$ cat config.mk
export PLATFORM = sky130hd
export DESIGN_NAME = ccore_top
export DESIGN_NICKNAME = d
export VERILOG_FILES = /design/src/hw/ccore_pkg.sv /design/src/hw/ccore_prio.sv /design/src/hw/ccore_top.sv
export SDC_FILE = /design/constraint.sdc
export NUM_CORES = 2
export LEC_CHECK = 0
export BUFFER_PORTS_ARGS = -buffer_cell sky130_fd_sc_hd__buf_2
export CAP_MARGIN = 5
export CORE_MARGIN = 3
export CORE_UTILIZATION = 35
export DETAILED_ROUTE_END_ITERATION = 6
export PLACE_DENSITY = 0.49
export SLEW_MARGIN = 20
export SYNTH_ARGS = -nofsm -noshare
export SYNTH_HDL_FRONTEND = slang
export SYNTH_HIERARCHICAL = 1
export SYNTH_SLANG_ARGS = --single-unit
export TNS_END_PERCENT = 10
$ cat constraint.sdc
create_clock -name ref_clk -period 3.95 [get_ports ref_clk]
set_clock_uncertainty 0.1 [all_clocks]
set_input_delay 0.395 -clock ref_clk [delete_from_list [all_inputs] [get_ports ref_clk]]
set_output_delay 0.395 -clock ref_clk [all_outputs]
set_load 0.02 [all_outputs]
$ cat src/hw/ccore_pkg.sv
package ccore_pkg;
    // i/o space offsets of the core registers
    localparam logic [5:0] STATUS_REGISTER_OFS = 6'h3F;
    localparam logic [5:0] STACK_POINTER_HIGH_BYTE_OFS = 6'h3E;
    localparam logic [5:0] STACK_POINTER_LOW_BYTE_OFS = 6'h3D;
    // status register bit positions
    localparam int GIE_BIT = 7;
    localparam int T_BIT = 6;
    localparam int H_BIT = 5;
    localparam int S_BIT = 4;
    localparam int V_BIT = 3;
    localparam int N_BIT = 2;
    localparam int Z_BIT = 1;
    localparam int C_BIT = 0;
    localparam logic [7:0] STATUS_RESET = 8'h00;
    // working register file geometry and pointer pairs
    localparam int NUM_WREGS = 32;
    localparam logic [15:0] WREG_SPACE = 16'h0020;
    localparam logic [4:0] PTR_X_LO = 5'h1A;
    localparam logic [4:0] PTR_Y_LO = 5'h1C;
    localparam logic [4:0] PTR_Z_LO = 5'h1E;
    // default top of data memory, stack pointer value after reset
    localparam logic [15:0] TOP_OF_DATA_MEMORY = 16'h04FF;
    // cycles of interrupt entry, program counter pushed meanwhile
    localparam int ENTRY_CYCLES = 4;
    localparam logic [2:0] ENTRY_LAST = 3'h3;
    localparam logic [15:0] RESET_VECTOR_APP = 16'h0000;
    typedef enum logic [2:0] {
        SP_NONE, SP_PUSH1, SP_POP1, SP_PUSH2, SP_POP2
    } ccore_sp_op_e;
    typedef enum logic [1:0] {
        PTR_PLAIN, PTR_POSTINC, PTR_PREDEC, PTR_DISP
    } ccore_ptr_mode_e;
    typedef enum logic {
        ST_RUN, ST_ENTRY
    } ccore_state_e;
endpackage

$ cat src/hw/ccore_prio.sv
`timescale 1ns/1ps
`default_nettype none
// fixed priority: lowest index, i.e. lowest vector address, wins
module ccore_prio #(
    parameter int N = 8
) (
    input wire logic [N-1:0] req, // enabled requests
    output logic valid, // any request present
    output logic [$clog2(N)-1:0] idx // winning index
);
    // scan from the top so the lowest index is the last to overwrite
    always_comb begin
        valid = |req;
        idx = '0;
        for (int i = N - 1; i >= 0; i--) begin
            if (req[i]) begin
                idx = i[$clog2(N)-1:0]; // [RULE_26]
            end
        end
    end
endmodule // ccore_prio
`default_nettype wire

$ cat src/hw/ccore_top.sv
// Behaviour
// RULE_01: sign bit 4 equals negative xor overflow
// RULE_02: bit 3 holds two's complement overflow
// RULE_03: bits 2,1,0 hold negative, zero, carry
// RULE_04: register file offers 8/16-bit read/write mixes
// RULE_05: registers mapped at lowest 32 data addresses
// RULE_06: top six registers form three pointers
// RULE_07: stack grows downward, pointer marks top
// RULE_08: push lowers by one, call/entry by two
// RULE_09: pop raises by one, returns by two
// RULE_10: pointer bytes at i/o, reset to top
// RULE_11: software sets pointer above 0x0100 first
// RULE_12: core runs on undivided clock, pipelined fetch
// RULE_13: two reads, operate, write back per cycle
// RULE_14: service needs own and global enable
// RULE_15: lower vector address means higher priority
// RULE_16: select bit and fuse move vectors to boot
// RULE_17: entry clears global enable, return sets it
// RULE_18: flags cleared on vectoring or by one-write
// RULE_19: level sources request only while present
// RULE_20: one instruction runs after interrupt return
// RULE_21: status register never saved or restored
// RULE_22: disable instruction blocks same-cycle interrupts
// RULE_23: global enable at bit 7 gates all
// RULE_24: entry lasts four cycles, instructions finish first
// RULE_25: instruction after enable runs before service
// RULE_26: lowest pending vector chosen first
`timescale 1ns/1ps
`default_nettype none
module ccore_top #(
    parameter int N_IRQ = 8,
    parameter logic [N_IRQ-1:0] LEVEL_MASK = 8'h01,
    parameter logic [15:0] TOP_OF_DATA_MEM = ccore_pkg::TOP_OF_DATA_MEMORY,
    parameter logic [15:0] BOOT_START = 16'h0C00,
    parameter logic [15:0] VEC_WORDS = 16'h0001
) (
    input wire logic ref_clk, // core clock, undivided
    input wire logic resetn, // async reset, active low
    input wire logic [5:0] io_addr, // i/o register offset
    input wire logic io_wr, // i/o write strobe
    input wire logic [7:0] io_wdata, // i/o write data
    output logic [7:0] io_rdata, // i/o read data, next cycle
    input wire logic alu_flag_we, // alu result flags valid
    input wire logic alu_n, // result negative
    input wire logic alu_v, // two's complement overflow
    input wire logic alu_z, // result zero
    input wire logic alu_c, // carry out
    output logic [7:0] status_register, // live status
    input wire logic [4:0] rd_a_addr, // operand a index
    input wire logic [4:0] rd_b_addr, // operand b index
    output logic [7:0] rd_a_data, // operand a
    output logic [7:0] rd_b_data, // operand b
    output logic [15:0] rd_word, // pair at rd_a_addr, even
    input wire logic wr_en, // result write
    input wire logic wr_wide, // 16-bit result
    input wire logic [4:0] wr_addr, // result index
    input wire logic [15:0] wr_data, // result, low byte only unless wide
    input wire logic [15:0] ds_addr, // data-space address
    input wire logic ds_wr, // data-space write
    input wire logic [7:0] ds_wdata, // data-space write data
    output logic ds_hit, // address inside register file
    output logic [7:0] ds_rdata, // register read by address
    input wire logic ptr_go, // pointer access this cycle
    input wire logic [1:0] ptr_sel, // 0 x, 1 y, 2 z
    input wire ccore_pkg::ccore_ptr_mode_e ptr_mode, // mode
    input wire logic [5:0] ptr_disp, // displacement
    output logic [15:0] ptr_addr, // effective address
    input wire ccore_pkg::ccore_sp_op_e sp_op, // stack op
    output logic [15:0] stack_pointer, // current top of stack
    input wire logic instr_done, // instruction completes
    input wire logic op_sei, // enable instruction done
    input wire logic op_cli, // disable instruction done
    input wire logic op_interrupt_return_op, // interrupt return done
    input wire logic [N_IRQ-1:0] irq_flag_set, // flag events
    input wire logic [N_IRQ-1:0] irq_flag_clr, // write-one clear
    input wire logic [N_IRQ-1:0] irq_level_pin, // level pins
    input wire logic [N_IRQ-1:0] irq_enable, // own enables
    input wire logic vector_select_bit, // vectors to boot
    input wire logic boot_reset_fuse, // reset vector to boot
    output logic [N_IRQ-1:0] irq_flags, // pending flags
    output logic irq_busy, // entry sequence running
    output logic irq_take, // pulse, vector valid
    output logic [15:0] irq_vector, // handler address
    output logic [15:0] reset_vector // reset address
);
    import ccore_pkg::*;

    localparam int IW = $clog2(N_IRQ);

    // one-hot style match used for every write port
    function automatic logic hit5(input logic [4:0] a, input int i);
        hit5 = (a == i[4:0]);
    endfunction

    logic [7:0] wreg_reg [NUM_WREGS];
    logic [7:0] wreg_next [NUM_WREGS];
    logic [7:0] stat_reg;
    logic [7:0] stat_next;
    logic [15:0] sp_reg;
    logic [15:0] sp_next;
    logic [7:0] io_rdata_reg;
    logic [7:0] io_rdata_next;
    logic [N_IRQ-1:0] flag_reg;
    logic [N_IRQ-1:0] flag_next;
    logic [N_IRQ-1:0] lvl_meta_reg;
    logic [N_IRQ-1:0] lvl_sync_reg;
    ccore_state_e st_reg;
    ccore_state_e st_next;
    logic [2:0] cnt_reg;
    logic [2:0] cnt_next;
    logic [15:0] vec_reg;
    logic [15:0] vec_next;
    logic [IW-1:0] pick_idx;
    logic pick_valid;
    logic [N_IRQ-1:0] req;
    logic accept;
    logic [N_IRQ-1:0] take_mask;
    logic io_stat_wr;
    logic io_sph_wr;
    logic io_spl_wr;
    logic [4:0] ptr_lo;
    logic [15:0] ptr_val;
    logic [15:0] ptr_new;
    logic ptr_upd;
    logic [15:0] vec_base;

    // i/o decode
    assign io_stat_wr = io_wr && (io_addr == STATUS_REGISTER_OFS);
    assign io_sph_wr = io_wr && (io_addr == STACK_POINTER_HIGH_BYTE_OFS);
    assign io_spl_wr = io_wr && (io_addr == STACK_POINTER_LOW_BYTE_OFS);

    // sign is derived, never stored, so it cannot drift from n and v
    assign status_register = {stat_reg[7:5],
        stat_reg[N_BIT] ^ stat_reg[V_BIT], stat_reg[3:0]}; // [RULE_01]

    // status update; interrupt entry only touches the enable bit,
    // the flags are left for the handler to save itself [RULE_21]
    always_comb begin
        stat_next = stat_reg;
        if (io_stat_wr) begin
            stat_next = io_wdata;
        end
        if (alu_flag_we) begin
            stat_next[V_BIT] = alu_v; // [RULE_02]
            stat_next[N_BIT] = alu_n; // [RULE_03]
            stat_next[Z_BIT] = alu_z; // [RULE_03]
            stat_next[C_BIT] = alu_c; // [RULE_03]
        end
        if (op_sei || op_interrupt_return_op) begin
            stat_next[GIE_BIT] = 1'b1; // [RULE_17]
        end
        if (op_cli || accept) begin
            stat_next[GIE_BIT] = 1'b0; // [RULE_17] [RULE_22]
        end
        stat_next[S_BIT] = 1'b0;
    end

    // register file reads, single cycle [RULE_04] [RULE_13]
    assign rd_a_data = wreg_reg[rd_a_addr];
    assign rd_b_data = wreg_reg[rd_b_addr];
    assign rd_word = {wreg_reg[{rd_a_addr[4:1], 1'b1}],
        wreg_reg[{rd_a_addr[4:1], 1'b0}]}; // [RULE_04]

    // registers also answer the lowest data addresses [RULE_05]
    assign ds_hit = (ds_addr < WREG_SPACE);
    assign ds_rdata = ds_hit ? wreg_reg[ds_addr[4:0]] : 8'h00;

    // pointer pairs from the top six registers [RULE_06]
    assign ptr_lo = (ptr_sel == 2'h0) ? PTR_X_LO :
        (ptr_sel == 2'h1) ? PTR_Y_LO : PTR_Z_LO;
    assign ptr_val = {wreg_reg[ptr_lo + 5'h01], wreg_reg[ptr_lo]};
    assign ptr_addr = (ptr_mode == PTR_PREDEC) ? ptr_val - 16'h0001 :
        (ptr_mode == PTR_DISP) ? ptr_val + {10'h000, ptr_disp} :
        ptr_val; // [RULE_06]
    assign ptr_new = (ptr_mode == PTR_POSTINC) ? ptr_val + 16'h0001 :
        ptr_val - 16'h0001;
    assign ptr_upd = ptr_go &&
        (ptr_mode == PTR_POSTINC || ptr_mode == PTR_PREDEC);

    // per register write arbitration: result port beats data space
    // beats pointer update, the last being the least likely clash
    generate
        for (genvar i = 0; i < NUM_WREGS; i++) begin : g_wreg
            always_comb begin
                wreg_next[i] = wreg_reg[i];
                if (ptr_upd && hit5({ptr_lo[4:1], 1'b0}, i & 30)) begin
                    wreg_next[i] = (i % 2 == 1) ? ptr_new[15:8] :
                        ptr_new[7:0]; // [RULE_06]
                end
                if (ds_wr && ds_hit && hit5(ds_addr[4:0], i)) begin
                    wreg_next[i] = ds_wdata; // [RULE_05]
                end
                if (wr_en && !wr_wide && hit5(wr_addr, i)) begin
                    wreg_next[i] = wr_data[7:0]; // [RULE_04]
                end
                if (wr_en && wr_wide && hit5({wr_addr[4:1], 1'b0}, i & 30))
                begin
                    wreg_next[i] = (i % 2 == 1) ? wr_data[15:8] :
                        wr_data[7:0]; // [RULE_04]
                end
            end
            always_ff @(posedge ref_clk or negedge resetn) begin
                if (!resetn) begin
                    wreg_reg[i] <= 8'h00;
                end else begin
                    wreg_reg[i] <= wreg_next[i]; // [RULE_13]
                end
            end
        end
    endgenerate

    // stack pointer: entry beats i/o writes beats ordinary ops;
    // a pointer left below 0x0100 is software's mistake [RULE_11]
    always_comb begin
        sp_next = sp_reg;
        if (accept) begin
            sp_next = sp_reg - 16'h0002; // [RULE_08] [RULE_24]
        end else if (io_sph_wr) begin
            sp_next = {io_wdata, sp_reg[7:0]}; // [RULE_10]
        end else if (io_spl_wr) begin
            sp_next = {sp_reg[15:8], io_wdata}; // [RULE_10]
        end else begin
            case (sp_op)
                SP_PUSH1: sp_next = sp_reg - 16'h0001; // [RULE_07]
                SP_PUSH2: sp_next = sp_reg - 16'h0002; // [RULE_08]
                SP_POP1: sp_next = sp_reg + 16'h0001; // [RULE_09]
                SP_POP2: sp_next = sp_reg + 16'h0002; // [RULE_09]
                default: sp_next = sp_reg;
            endcase
        end
    end
    assign stack_pointer = sp_reg;

    // registered i/o read, unmapped offsets read zero
    assign io_rdata_next =
        (io_addr == STATUS_REGISTER_OFS) ? status_register :
        (io_addr == STACK_POINTER_HIGH_BYTE_OFS) ? sp_reg[15:8] :
        (io_addr == STACK_POINTER_LOW_BYTE_OFS) ? sp_reg[7:0] : 8'h00;
    assign io_rdata = io_rdata_reg;

    // level pins cross in through two flops before any use
    always_ff @(posedge ref_clk or negedge resetn) begin
        if (!resetn) begin
            lvl_meta_reg <= '0;
            lvl_sync_reg <= '0;
        end else begin
            lvl_meta_reg <= irq_level_pin;
            lvl_sync_reg <= lvl_meta_reg;
        end
    end

    // requests: flags stick, levels only while present
    assign req = ((LEVEL_MASK & lvl_sync_reg) | (~LEVEL_MASK & flag_reg))
        & irq_enable; // [RULE_14] [RULE_19]

    ccore_prio #(.N(N_IRQ)) u_prio (
        .req(req),
        .valid(pick_valid),
        .idx(pick_idx)
    ); // [RULE_15] [RULE_26]

    // accept only at an instruction boundary, so multi-cycle ones
    // finish first; the boundary of sei, cli or interrupt_return_op never accepts
    assign accept = (st_reg == ST_RUN) && instr_done && pick_valid &&
        stat_reg[GIE_BIT] && !op_cli && !op_sei && !op_interrupt_return_op;
    // [RULE_14] [RULE_20] [RULE_22] [RULE_23] [RULE_24] [RULE_25]

    assign take_mask = accept ?
        (~LEVEL_MASK & (N_IRQ'(1) << pick_idx)) : '0;

    // an event in the clearing cycle wins so it is never lost
    assign flag_next = (flag_reg & ~irq_flag_clr & ~take_mask)
        | (irq_flag_set & ~LEVEL_MASK); // [RULE_18]
    assign irq_flags = flag_reg;

    // vectors sit low in program space, optionally in boot space
    assign vec_base = vector_select_bit ? BOOT_START : 16'h0000;
    assign vec_next = accept ? 16'(vec_base +
        (16'(pick_idx) + 16'h0001) * VEC_WORDS) : vec_reg; // [RULE_16]
    assign reset_vector = boot_reset_fuse ? BOOT_START :
        RESET_VECTOR_APP; // [RULE_16]

    // entry sequence timing
    always_comb begin
        st_next = st_reg;
        cnt_next = cnt_reg;
        case (st_reg)
            ST_RUN: begin
                if (accept) begin
                    st_next = ST_ENTRY;
                    cnt_next = 3'h0;
                end
            end
            ST_ENTRY: begin
                cnt_next = cnt_reg + 3'h1;
                if (cnt_reg == ENTRY_LAST) begin
                    st_next = ST_RUN; // [RULE_24]
                end
            end
            default: st_next = ST_RUN;
        endcase
    end
    assign irq_busy = (st_reg == ST_ENTRY);
    assign irq_take = (st_reg == ST_ENTRY) && (cnt_reg == ENTRY_LAST);
    assign irq_vector = vec_reg;

    // all core state on the undivided clock [RULE_12]
    always_ff @(posedge ref_clk or negedge resetn) begin
        if (!resetn) begin
            stat_reg <= STATUS_RESET;
            sp_reg <= TOP_OF_DATA_MEM; // [RULE_10]
            io_rdata_reg <= 8'h00;
            flag_reg <= '0;
            st_reg <= ST_RUN;
            cnt_reg <= 3'h0;
            vec_reg <= 16'h0000;
        end else begin
            stat_reg <= stat_next;
            sp_reg <= sp_next;
            io_rdata_reg <= io_rdata_next;
            flag_reg <= flag_next;
            st_reg <= st_next;
            cnt_reg <= cnt_next;
            vec_reg <= vec_next;
        end
    end

    logic [IW-1:0] last_idx_reg;
    always_ff @(posedge ref_clk or negedge resetn) begin
        if (!resetn) begin
            last_idx_reg <= '0;
        end else if (accept) begin
            last_idx_reg <= pick_idx;
        end
    end
endmodule // ccore_top
`default_nettype wire
==> metrics.txt <==
Fin. Hold Viols=0; Netlist cell types=97; CTS Buf Count=42; htree depth=2; Hold Worst Slack=0.0335 ns; Slowest-stage cell, CP=dfrtp_1; Vias=approximately 26k; CP cell instances=mux2i_1 > o21ai_2 > ha_1 > or2_2 > a22oi_1 > o31ai_2 > a21oi_1 > nor2_2 > a31oi_1 > xor2_1 > buf_2; EDFF count, synth=0; wire length per cell=29.6 um; vias in the first global route=24.7k; antenna violations before repair=11; setup TNS=0 ns; Synth top area share=27.4%; synthesized area=about 27000 sq um; Layout Nets=3146; CTS tree=done; initial drt markers=3491; I/O pins=263; core area=76500 sq um; final setup violation count=0; hold path start=irq_flag_clr[1]; max FFs per register=256; critical path class=reg2out; period utilization=95.2%; Initial Util=35.5%; Routed Antenna Nets=0; clock buffer depth=3; worst-case reg-to-reg path depth=9; unrepaired setup endpoints after global routing=no; largest net degree at the start of global routing=97; ys flop type=dfrtp_1; Synth area leaders=dfrtp_1 (27%), mux4_2 (22%), mux2i_1 (9.1%), nand2_1 (4.6%), o21ai_0 (4.3%); DRC=0; clock sinks=slightly above 300; Seq/Total Area, Yosys=28.2%; Tmin final=between 3 and 4 ns; Pleak=12.9 nW; global-route wire length before repair=~170 mm; HP Class=in2reg; Die W=~280 um; Via-to-Cell Ratio=6.35; TritonRoute pass-1 iters=7; final wirelength=120 mm; Hold Path End=irq_flags[1]; worst-margin pin slew=1.10 ns; worst reg2reg endpoint=wreg_reg[17]; crit path DAT=3.27 ns; clk slew on worst S/H paths=~0.060 ns; clk root buf=clkbuf_16; layout cells sized above 1=27.4%; Synth Warn #=6; f_max=266 MHz; FFs w/ async S/R, synth=100%; slowest stage delay, CP=between 0.4 and 0.5 ns; most frequent cell after synthesis=nand2_1; syn avg cell area=between 9 and 10 sq um; Slew Viols, Final=0; peak supply drop=between 0.3 and 0.4 mV; status=finished clean; Crit path required time=3.45 ns; standard-cell rows=approximately 100; Worst slew margin=26.9%; Yosys top cell by area=dfrtp_1; Synth Instances=2800; GRT Total Usage=28.9%; max_cap viols=0; CP max FO=6; worst r2r src=wreg_reg[42]; Worst Hold Depth=3; top cells by count, synth=nand2_1 (334), dfrtp_1 (297), mux4_2 (265); kind of start point of the critical path=flop; Clk Latency, worst-skew pair=0.58 ns; PwrDens=539 nW/um^2; crit path capture type=primary output; area delta synth->final=14.9%; FF-to-FF setup slack=0.76 ns; Die Area=81000 sq um; Die Ht=285 um; dpl hpwl=85.7 mm; FF+latch count, synth=306; gpl congestion=0.938; Port Buf Inserts=227; total gr overflow=0
==> kinds of logic after synthesis <==
| kind of cell | count (synthesis) | share of synthesized area, % |
|---|---|---|
| adder cells (fa/ha/maj) | 38 | 1.78 |
| other | 1 | 0.0138 |
| AND/OR/NAND/NOR | 799 | 13.4 |
| buffers and inverters | 309 | 4.94 |
| multiplexers | 583 | 34.1 |
| XOR/XNOR | 50 | 1.61 |
| AO/OA/AOI/OAI | 714 | 15.9 |
| flip-flops | 306 | 28.2 |
==> where the power goes <==
part | total, mW | internal (mW) | switching, mW
Sequential | 5.72 | 4.05 | 1.67
Combinational | 7.37 | 3.36 | 4.01
Clock | 3.72 | 2.13 | 1.59
Total | 16.8 | 9.54 | 7.27
==> per-stage QoR <==
stage	std cells	setup slack [ns]	total power, mW	utilization, %	area (sq um)
after floorplan	2823	0.659	10.0	-	27200
after global placement	3933	0.352	12.7	38.7	29600
after detailed placement	3933	0.380	12.9	38.7	29600
after CTS	4035	0.0337	16.7	40.8	31200
after global routing	4036	0.0238	17.6	40.8	31200
final	4041	0.190	16.8	40.8	31200
==> worst max path at each step <==
stage	from	endpoint	slack, ns
after floorplan	sp_op[2]	stack_pointer[15]	0.66
after global placement	ptr_sel[0]	ptr_addr[15]	0.35
after detailed placement	ptr_sel[0]	ptr_addr[9]	0.38
after CTS	wreg_reg[40]	ptr_addr[9]	0.03
after global routing	wreg_reg[24]	ptr_addr[15]	0.02
final	wreg_reg[24]	ptr_addr[15]	0.19
==> layer usage <==
layer / part of all wire (%) / global-route usage [%]
met1: 41 / 40.5
met2: 43 / 42.7
met3: 12 / 8.52
met4: 3.6 / 9.39
met5: 0.034 / 0
==> critical path: cells and delay by family, from the launching register on <==
family                     cells  cell delay (ns)
muxes                          1             0.23
DFF                            1             0.46
AOI/OAI and AO/OA              5             1.01
adders and majority gates      1             0.22
and+or+nand+nor                2             0.37
buffers and inverters          1             0.20
xor gates and xnor gates       1             0.21
==> cell type report <==
type	count	area (sq um)
diodes	6	15.0
flip-flops and latches	306	7670
well taps	1030	1290
clock buffers	60	1210
fillers	7526	45300
inverters	43	161
clock inverters	13	92.6
multi-input cells	2208	18300
repair buffers	375	2450
==> what timing repair did <==
action                     in CTS  in global routing
hold endpoints to repair      109                  0
resized for setup               0                  4
setup endpoints to repair       0                  7
hold buffers                   29                  0
buffers inserted                0                  0
==> cells in the final DEF, fill, tap and decap left out, types with 13 or more instances in the layout <==
master,netlist,final
a221oi_1,15,15
o211ai_1,18,18
and3_1,13,13
inv_1,37,37
a21oi_1,225,223
mux4_2,265,265
buf_4,28,116
nand2_1,334,334
nor2b_1,15,15
xor2_1,20,20
a31oi_1,19,19
clkbuf_16,0,43
nor2_1,234,232
conb_1,1,24
dlygate4sd3_1,0,29
xnor2_1,30,30
mux2_2,64,64
nand4_1,14,14
ha_1,37,37
nand2b_1,14,14
o21ai_1,17,14
and2_1,23,23
buf_2,31,220
a22oi_1,13,13
a211oi_1,19,16
o221ai_1,16,16
mux2i_1,248,248
dfrtp_1,297,297
o22ai_1,23,23
nor3_1,33,32
o21ai_0,233,233
nand3_1,47,47
(Power assumes the default switching activity.)
